### config.mk
export PLATFORM = sky130hd
export DESIGN_NAME = global_clock_select_irq_status
export DESIGN_NICKNAME = d
export VERILOG_FILES = /design/src/verilog/clk_sel_pkg.sv /design/src/verilog/pll_retune_if.sv /design/src/verilog/pll_retune.sv /design/src/verilog/global_clock_select_irq_status.sv
export VERILOG_INCLUDE_DIRS = /design/src /design/src/verilog
export SDC_FILE = /design/constraint.sdc
export NUM_CORES = 1
export LEC_CHECK = 0
export BUFFER_PORTS_ARGS = -buffer_cell sky130_fd_sc_hd__clkbuf_2
export CAP_MARGIN = 20
export CORE_MARGIN = 4
export CORE_UTILIZATION = 49
export DETAILED_ROUTE_END_ITERATION = 8
export PLACE_DENSITY = 0.75
export REMOVE_ABC_BUFFERS = 1
export SYNTH_ARGS = -nofsm -noshare
export SYNTH_HDL_FRONTEND = slang
export SYNTH_SLANG_ARGS = --single-unit
### constraint.sdc
create_clock -name sys_clk -period 1.2 [get_ports sys_clk]
set_input_delay 0 -clock sys_clk [delete_from_list [all_inputs] [get_ports sys_clk]]
set_output_delay 0 -clock sys_clk [all_outputs]
set_load 0.03 [all_outputs]
### src/verilog/clk_sel_map.svh
// Purpose: register offsets, field positions, reset values, widths, settle count
// Assumes: 8-bit register port, byte offsets as printed
// Notes:   definitions only
`ifndef CLK_SEL_MAP_SVH
`define CLK_SEL_MAP_SVH
`define CLOCK_SELECT_CONTROL_OFS    8'he9
`define CHANNEL_IRQ_STATUS_LOW_OFS  8'hea
`define CHANNEL_IRQ_STATUS_HIGH_OFS 8'heb
`define OUTPUT_CLOCK_GATE_BIT       5
`define TX_CLOCK_LOSS_ACTION_BIT    4
`define INPUT_CLOCK_SELECT_MSB      3
`define CLOCK_SELECT_RESET          8'h00
`define IRQ_FLAGS_RESET             14'h0000
`define IRQ_LOW_WIDTH               8
`define IRQ_HIGH_WIDTH              6
`define RETUNE_SETTLE_CYCLES        4'h8
`endif

### src/verilog/clk_sel_pkg.sv
// Purpose: types shared by the clock select block
// Assumes: nothing
// Notes:   reference rates, retune states
package clk_sel_pkg;
  typedef enum logic [3:0] {
    ref_2m048  = 4'h0, ref_1m544  = 4'h1, ref_8k     = 4'h2,
    ref_16k    = 4'h3, ref_56k    = 4'h4, ref_64k    = 4'h5,
    ref_128k   = 4'h6, ref_256k   = 4'h7, ref_4m096  = 4'h8,
    ref_3m088  = 4'h9, ref_8m192  = 4'ha, ref_6m176  = 4'hb,
    ref_16m384 = 4'hc, ref_12m352 = 4'hd, ref_2m048b = 4'he,
    ref_1m544b = 4'hf
  } ref_rate_t;
  typedef enum logic [1:0] {
    pll_locked   = 2'b00,
    pll_retune   = 2'b01,
    pll_settle   = 2'b11
  } pll_state_t;
  typedef struct packed {
    pll_state_t state;
    logic [3:0] count;
    logic [3:0] target;
  } retune_t;
endpackage : clk_sel_pkg

### src/verilog/pll_retune_if.sv
// Purpose: carries retune request and PLL status between modules
// Assumes: single clock
// Notes:   request is a one-cycle pulse
`timescale 1ns/1ps
interface pll_retune_if;
  logic                  req;
  clk_sel_pkg::ref_rate_t rate;
  logic                  busy;
  logic [3:0]            mult_code;
  modport ctrl (output req, output rate, input busy, input mult_code);
  modport pll  (input req, input rate, output busy, output mult_code);
endinterface : pll_retune_if

### src/verilog/pll_retune.sv
// Purpose: retunes the PLL multiplier when the reference select changes
// Assumes: synthesizer settles in a fixed count of cycles
// Notes:   multiplier code equals the accepted reference code
`timescale 1ns/1ps
`include "clk_sel_map.svh"
module pll_retune (
  input wire logic    sys_clk,
  input wire logic    rstn,
  pll_retune_if.pll   rt
);
  clk_sel_pkg::retune_t st;
  clk_sel_pkg::retune_t next_st;

  // New request restarts the retune, even mid-settle
  always_comb
  begin
    next_st = st;
    case (st.state)
      clk_sel_pkg::pll_locked:
      begin
        if (rt.req)
        begin
          next_st.state  = clk_sel_pkg::pll_retune;
          next_st.target = rt.rate;
        end
      end
      clk_sel_pkg::pll_retune:
      begin
        next_st.state = clk_sel_pkg::pll_settle;
        next_st.count = `RETUNE_SETTLE_CYCLES;
      end
      clk_sel_pkg::pll_settle:
      begin
        if (st.count == 4'h1)
          next_st.state = clk_sel_pkg::pll_locked;
        next_st.count = st.count - 4'h1;
      end
      default:
        next_st.state = clk_sel_pkg::pll_locked;
    endcase
    if (rt.req && st.state != clk_sel_pkg::pll_locked)
    begin
      next_st.state  = clk_sel_pkg::pll_retune;
      next_st.target = rt.rate;
    end
  end

  always_ff @(posedge sys_clk)
  begin
    if (!rstn)
      st <= '{clk_sel_pkg::pll_locked, 4'h0, 4'h0};
    else
      st <= next_st;
  end

  assign rt.busy      = (st.state != clk_sel_pkg::pll_locked);
  assign rt.mult_code = st.target;
endmodule : pll_retune

### src/verilog/global_clock_select_irq_status.sv
// Purpose: global clock select register and channel interrupt flags
// Assumes: 8-bit register port, one-cycle read and write strobes
// Notes:   read data is registered, flags clear after the read
// Operation
// - All clock references come from the chosen input; PLL times the port.
// - A new select code retunes the PLL to the new reference.
// - Bits 7 and 6 reserved, no function, reset to zero.
// - Bit 5 at 0 shuts output clocks except 8 kHz in E1.
// - Bit 4 picks zeros or ones when transmit clock is lost.
// - Low select codes pick 2.048M, 1.544M, 8k, 16k, 56k, 64k, 128k, 256k.
// - Low status register holds channel 0..7 flags, bit n channel n.
// - High status register holds channels 8..13; bits 7,6 read zero.
`timescale 1ns/1ps
`include "clk_sel_map.svh"
module global_clock_select_irq_status (
  input  wire logic        sys_clk,
  input  wire logic        rstn,
  input  wire logic [7:0]  reg_addr,
  input  wire logic [7:0]  reg_wdata,
  input  wire logic        reg_wr,
  input  wire logic        reg_rd,
  output logic      [7:0]  reg_rdata,
  input  wire logic [13:0] channel_irq_event,
  input  wire logic        transmit_clock_lost,
  input  wire logic        tx_data_in,
  input  wire logic        e1_mode,
  input  wire logic [4:0]  clock_ref_in,
  output logic      [4:0]  clock_ref_out,
  output logic             line_tx_data,
  output logic      [3:0]  pll_mult_code,
  output logic             pll_busy,
  output logic             send_all_ones
);
  // Bit 0 of the clock reference group is the 8 kHz reference
  localparam int REF_8K = 0;

  typedef struct packed {
    logic       output_clock_gate;
    logic       tx_clock_loss_action;
    clk_sel_pkg::ref_rate_t input_clock_select;
    logic [13:0] channel_irq_flag;
    logic [7:0]  rdata;
    logic [4:0]  ref_out;
    logic        line_tx;
  } state_t;

  state_t st;
  state_t next_st;
  pll_retune_if rt ();

  // Address decode used by both read and write paths
  function automatic logic hit(input logic [7:0] a, input logic [7:0] ofs);
    hit = (a == ofs);
  endfunction : hit

  logic wr_ctrl;
  logic rd_low;
  logic rd_high;
  assign wr_ctrl = reg_wr && hit(reg_addr, `CLOCK_SELECT_CONTROL_OFS);
  assign rd_low  = reg_rd && hit(reg_addr, `CHANNEL_IRQ_STATUS_LOW_OFS);
  assign rd_high = reg_rd && hit(reg_addr, `CHANNEL_IRQ_STATUS_HIGH_OFS);

  // Retune only on a real change of code, so rewriting the upper nibble
  // does not disturb the PLL that times this very port
  assign rt.req  = wr_ctrl &&
    (reg_wdata[`INPUT_CLOCK_SELECT_MSB:0] != st.input_clock_select);
  // Select code passes straight through as the reference rate
  assign rt.rate = clk_sel_pkg::ref_rate_t'(reg_wdata[3:0]);

  pll_retune u_pll_retune (
    .sys_clk (sys_clk),
    .rstn    (rstn),
    .rt      (rt.pll)
  );

  always_comb
  begin
    next_st = st;
    // Register write; bits 7..6 are not stored
    if (wr_ctrl)
    begin
      next_st.output_clock_gate    =
        reg_wdata[`OUTPUT_CLOCK_GATE_BIT];
      next_st.tx_clock_loss_action =
        reg_wdata[`TX_CLOCK_LOSS_ACTION_BIT];
      next_st.input_clock_select   = rt.rate;
    end
    // Read mux, registered; unmapped reads return zero
    next_st.rdata = 8'h00;
    if (reg_rd && hit(reg_addr, `CLOCK_SELECT_CONTROL_OFS))
      next_st.rdata = {2'b00, st.output_clock_gate,
                       st.tx_clock_loss_action, st.input_clock_select};
    else if (rd_low)
      next_st.rdata = st.channel_irq_flag[7:0];
    else if (rd_high)
      next_st.rdata = {2'b00, st.channel_irq_flag[13:8]};
    // Clear what was returned, but a same-cycle event wins
    if (rd_low)
      next_st.channel_irq_flag[7:0] = 8'h00;
    if (rd_high)
      next_st.channel_irq_flag[13:8] = 6'h00;
    next_st.channel_irq_flag = next_st.channel_irq_flag | channel_irq_event;
    // Output gating; 8 kHz survives in E1 mode
    next_st.ref_out = st.output_clock_gate ? clock_ref_in : 5'h00;
    next_st.ref_out[REF_8K] = clock_ref_in[REF_8K] &&
                              (st.output_clock_gate || e1_mode);
    // Lost transmit clock forces zeros or ones onto the line
    next_st.line_tx = transmit_clock_lost ?
                      st.tx_clock_loss_action : tx_data_in;
  end

  always_ff @(posedge sys_clk)
  begin
    if (!rstn)
      st <= '{1'b0, 1'b0, clk_sel_pkg::ref_2m048, `IRQ_FLAGS_RESET,
              8'h00, 5'h00, 1'b0};
    else
      st <= next_st;
  end

  assign reg_rdata     = st.rdata;
  assign clock_ref_out = st.ref_out;
  assign line_tx_data  = st.line_tx;
  assign pll_mult_code = rt.mult_code;
  assign pll_busy      = rt.busy;
  assign send_all_ones = transmit_clock_lost && st.tx_clock_loss_action;

  property p_flag_set;
    @(posedge sys_clk) disable iff (!rstn)
      channel_irq_event[3] |=> st.channel_irq_flag[3];
  endproperty
  a_flag_set: assert property (p_flag_set)
    else $error("event did not set flag");

  property p_read_clear;
    @(posedge sys_clk) disable iff (!rstn)
      (rd_low && !channel_irq_event[0]) |=> !st.channel_irq_flag[0];
  endproperty
  a_read_clear: assert property (p_read_clear)
    else $error("read did not clear flag");

  property p_read_low;
    @(posedge sys_clk) disable iff (!rstn)
      rd_low |=> reg_rdata == $past(st.channel_irq_flag[7:0]);
  endproperty
  a_read_low: assert property (p_read_low)
    else $error("low status read wrong");

  property p_high_res;
    @(posedge sys_clk) disable iff (!rstn)
      rd_high |=> reg_rdata[7:6] == 2'b00;
  endproperty
  a_high_res: assert property (p_high_res)
    else $error("reserved status bits set");

  property p_ctrl_res;
    @(posedge sys_clk) disable iff (!rstn)
      (reg_rd && hit(reg_addr, `CLOCK_SELECT_CONTROL_OFS))
      |=> reg_rdata[7:6] == 2'b00;
  endproperty
  a_ctrl_res: assert property (p_ctrl_res)
    else $error("reserved control bits set");

  property p_gate;
    @(posedge sys_clk) disable iff (!rstn)
      !st.output_clock_gate |=> clock_ref_out[4:1] == 4'h0;
  endproperty
  a_gate: assert property (p_gate)
    else $error("clock output not gated");

  property p_loss;
    @(posedge sys_clk) disable iff (!rstn)
      transmit_clock_lost |=> line_tx_data == $past(st.tx_clock_loss_action);
  endproperty
  a_loss: assert property (p_loss)
    else $error("wrong line level on clock loss");

  property p_retune;
    @(posedge sys_clk) disable iff (!rstn)
      rt.req |=> pll_busy ##[1:12]
        (!pll_busy && pll_mult_code == st.input_clock_select);
  endproperty
  a_retune: assert property (p_retune)
    else $error("PLL did not retune");

  // Same code rewritten leaves the PLL alone, so the port keeps its clock
  property p_no_retune;
    @(posedge sys_clk) disable iff (!rstn)
      (wr_ctrl && !rt.req && !pll_busy) |=> !pll_busy;
  endproperty
  a_no_retune: assert property (p_no_retune)
    else $error("PLL retuned without a code change");

  // A write must land in the select field
  property p_wr_select;
    @(posedge sys_clk) disable iff (!rstn)
      wr_ctrl |=> st.input_clock_select == $past(reg_wdata[3:0]);
  endproperty
  a_wr_select: assert property (p_wr_select)
    else $error("select code not stored");

  // A write must land in the gate and loss-action bits
  property p_wr_flags;
    @(posedge sys_clk) disable iff (!rstn)
      wr_ctrl |=> {st.output_clock_gate, st.tx_clock_loss_action} ==
        $past(reg_wdata[`OUTPUT_CLOCK_GATE_BIT:`TX_CLOCK_LOSS_ACTION_BIT]);
  endproperty
  a_wr_flags: assert property (p_wr_flags)
    else $error("control bits not stored");

  // High status read returns the channel 8..13 flags
  property p_high_read;
    @(posedge sys_clk) disable iff (!rstn)
      rd_high |=> reg_rdata[5:0] == $past(st.channel_irq_flag[13:8]);
  endproperty
  a_high_read: assert property (p_high_read)
    else $error("high status read wrong");

  // Gate open passes every reference unchanged
  property p_gate_on;
    @(posedge sys_clk) disable iff (!rstn)
      st.output_clock_gate |=> clock_ref_out == $past(clock_ref_in);
  endproperty
  a_gate_on: assert property (p_gate_on)
    else $error("clock output blocked with gate open");

  // 8 kHz reference survives the gate in E1 mode
  property p_e1_keep;
    @(posedge sys_clk) disable iff (!rstn)
      e1_mode |=> clock_ref_out[REF_8K] == $past(clock_ref_in[REF_8K]);
  endproperty
  a_e1_keep: assert property (p_e1_keep)
    else $error("8 kHz reference lost in E1 mode");

  // Normal line data passes while the transmit clock runs
  property p_line_pass;
    @(posedge sys_clk) disable iff (!rstn)
      !transmit_clock_lost |=> line_tx_data == $past(tx_data_in);
  endproperty
  a_line_pass: assert property (p_line_pass)
    else $error("line data not passed through");
endmodule : global_clock_select_irq_status

==> impl_metrics.csv <==
group,metric,value,unit
final_layout,layout-drive-gt1-share,29.8,%
setup_path,worst-endpoint-arrival,1.37,ns
run,cap_violations,0,
global_routing,largest_net_degree_at_the_start_of_global_routing,24,
clock_network,postCtsSetupRepairBufs,0,
setup_path,required,1.43,ns
min_path,worstHoldPathType,"primary input to flop",
power,power_dens_cells,1120,mW/mm²
yosys,synth_commonest_cells,"dfxtp_1, nor2_1, buf_4",
timing,unrepaired_setup_endpoints_after_global_routing,"no",
timing,finClkSkew,0.00655,ns
final_layout,area_grow_syn2layout,31.1,%
routing,number_of_detailed_route_iterations_in_the_first_pass,6,
yosys,synth_cell_type_count,32,
final_layout,multi_input_comb_area,776,µm²
yosys,post_synth_arst_share,0,%
timing,timing.slew.headroom,67.5,%
clock_network,cts_made_buffers,5,
routing,vias,1576,
min_path,worst_hold_path.num_cells,3,
floorplan,floorplan.initialDensity,51.1,%
yosys,mean_post_synth_cell_area,9.25,µm²
yosys,synthesis.area,0.00187,mm²
yosys,synthDominantCellAreaShare,47.1,%
timing,finalMaxSlewViolations,0,
min_path,hold_end,"reg_rdata[3]",
final_layout,fillerInstances,285,
yosys,yosys_register_bits,44,
setup_path,setup.worst_path.start_class,"primary input",
setup_path,cpMaxStageDelayCell,"dlygate4sd3_1",
clock_network,clockRootBuffer,"clkbuf_8",
clock_network,clkSlewWorstSetupHoldPaths,0.08,ns
clock_network,clock_tree.htree_level_count,2,
final_layout,final_cell_count_no_fill,323,
timing,achievable-frequency,0.874,GHz
timing,setup_tns,0,ns
floorplan,floorplan.die_area,0.00487,mm²
yosys,postSynth.topFlopCell,"dfxtp_1",
setup_path,worstPathMaxFanout,6,
place,post-place-cells,286,
power,leakage_power,1.18,nW
floorplan,floorplan.die.height,69.8,µm
timing,timing_hold_violations_final,0,
global_routing,gr-total-overflow,0,
timing,layout_min_cycle_time,1.14,ns
yosys,ys_top_cells_by_area,"dfxtp_1, buf_4, nor2_1",
floorplan,dieWidth,69.8,µm
timing,timing_worst_slew_pin_value,0.487,ns
floorplan,ioPinCount,62,
setup_path,regToRegStartpoint,"st[30]",
final_layout,fin_nets,318,
timing,finalSetupViolations,0,
floorplan,floorplan.core_area,0.00366,mm²
clock_network,cts_tree,"yes",
setup_path,timing.critical_path.slowest_cell_delay,0.54,ns
place,place.gp.congestion,0.733,
clock_network,cts_sinks,44,
yosys,synth_seq_area_share,47.1,%
place,buffer_ports.inserted,59,
yosys,yosysMostFrequentCell,"dfxtp_1",
final_layout,diodes,0,
setup_path,setup.worst_path.end_class,"flop",
routing,routed_antenna_nets,0,
yosys,synth_cells,202,
place,post-dp-hpwl,2780,µm
routing,totalWireLength,4000,µm
clock_network,cts.path.max_buffers,2,
routing,via_density_per_instance,4.88,
floorplan,rows,22,
setup_path,ws_path_type,"primary input to flop",
setup_path,number_of_cells_on_the_worst_reg_to_reg_path,3,
clock_network,clk_latency,0.29,ns
final_layout,seqCellArea,882,µm²
routing,drt_drc_violations_left,0,
global_routing,grt_pass1_wl,6830,µm
yosys,synthDominantAreaCellType,"dfxtp_1",
yosys,post_synth_edffs,0,
setup_path,timing.critical_path.cells,"dlygate4sd3_1 > clkbuf_2 > xnor2_1 > a41o_2 > mux2i_1",
status,status,"finished, final reports clean",
min_path,worstHoldStart,"reg_addr[0]",
routing,wl_per_cell,12.4,µm
setup_path,r2r-end,"u_pll_retune.rt.mult_code[2]",
global_routing,number_of_global_route_vias_before_repair,1537,
power,power.ir.vdd_worst,0.765,mV
global_routing,grtUsageTotal,17.2,%
timing,fin_crit_sh,95.3,%
setup_path,r2r_setup_slack,0.09,ns
routing,initialDrtViolationCount,76,
yosys,synth_warnings,0,
global_routing,antenna_found_initial,0,
## how the worst max path moves through the flow
stage / start / depth (start not counted) / endpoint / slack (ns)
detailed placement: st[30] / 3 / u_pll_retune.rt.mult_code[2] / 0.03
finish: reg_wdata[2] / 5 / u_pll_retune.rt.mult_code[2] / 0.06
global placement: st[30] / 3 / u_pll_retune.rt.mult_code[3] / 0.08
CTS: u_pll_retune.st[8] / 2 / pll_busy / 0.02
floorplan: reg_addr[2] / 4 / u_pll_retune.st[9] / 0.15
global route: reg_wdata[2] / 5 / u_pll_retune.rt.mult_code[0] / 0.004
## cells in the final DEF (no fill, tap or decap), types with 2 or more instances in the layout
| cell type | instances |
|---|---|
| clkbuf_1 | 2 |
| mux2i_1 | 10 |
| clkbuf_8 | 6 |
| nand2_1 | 10 |
| mux2_2 | 7 |
| a22oi_1 | 6 |
| a21oi_1 | 16 |
| clkbuf_2 | 59 |
| buf_4 | 4 |
| dfxtp_1 | 43 |
| ha_1 | 2 |
| and3_1 | 5 |
| xnor2_1 | 4 |
| nor3_1 | 3 |
| nor2b_1 | 3 |
| nor2_1 | 29 |
| inv_1 | 7 |
| o21ai_0 | 12 |
| and2_1 | 2 |
| nand3_1 | 2 |
| dlygate4sd3_1 | 29 |
## sequential cells by signal (all words and copies together), names as in the netlist
signal / cells
u_pll_retune.st: 6
clock_ref_out: 5
line_tx_data: 1
reg_rdata: 8
st: 20
u_pll_retune.rt.mult_code: 4
## critical path: cells and delay by family
kind / cells / cell delay [ns]
AO/OA/AOI/OAI: 1 / 0.31
XOR/XNOR: 1 / 0.18
buffers and inverters: 2 / 0.68
multiplexers: 1 / 0.20
## area by class of cell
type,count,share of cell area (%)
timing repair buffer,92,25.1
inverter,7,1.07
multi-input combinational,124,31.7
tap,48,2.45
clock buffer,8,3.68
sequential,44,36.0
## kinds of logic (layout without fill, tap and decap cells)
kind of cell	after synthesis	after routing	synth area share, %
DFF	44	44	47.1
adders and majority gates	2	2	1.34
xor gates and xnor gates	4	4	1.87
muxes	17	17	9.57
and+or+nand+nor	63	63	16.9
buffers and inverters	34	107	11.4
AOI/OAI and AO/OA	38	38	11.8
## through the flow
step / util, % / hold WS, ns / power, mW / cell area, µm² / worst slack [ns]
final: 66.9 / 0.134 / 2.74 / 2450 / 0.0565
after global routing: 66.9 / 0.175 / 2.85 / 2450 / 0.00402
after CTS: 66.9 / 0.133 / 2.75 / 2450 / 0.0194
after detailed placement: 56.5 / 0.221 / 1.76 / 2070 / 0.0280
after global placement: 56.5 / 0.204 / 1.75 / 2070 / 0.0787
after floorplan: - / 0.117 / 1.64 / 1680 / 0.153
## layer usage
layer  vias up  global-route usage [%]  part of all wire, %
li1        807                       -                    -
met1       702                    21.8                   44
met2        57                    28.1                   47
met3        10                    4.20                  7.1
met4         0                    6.17                  2.1
met5         -                       0                    0
## power breakdown
part	switching (mW)	leakage (nW)	total [mW]	internal [mW]
sequential	0.0172	0.360	1.51	1.50
combinational	0.124	0.772	0.287	0.163
clock	0.469	0.0455	0.939	0.469
total	0.610	1.18	2.74	2.13
## what timing repair did
item	4_1_cts	5_1_grt
gates resized for setup	1	1
setup endpoints to repair	1	1
cloned	0	0
hold endpoints to repair	28	0
hold buffers	29	0
Power figures use the tool's default switching activity.
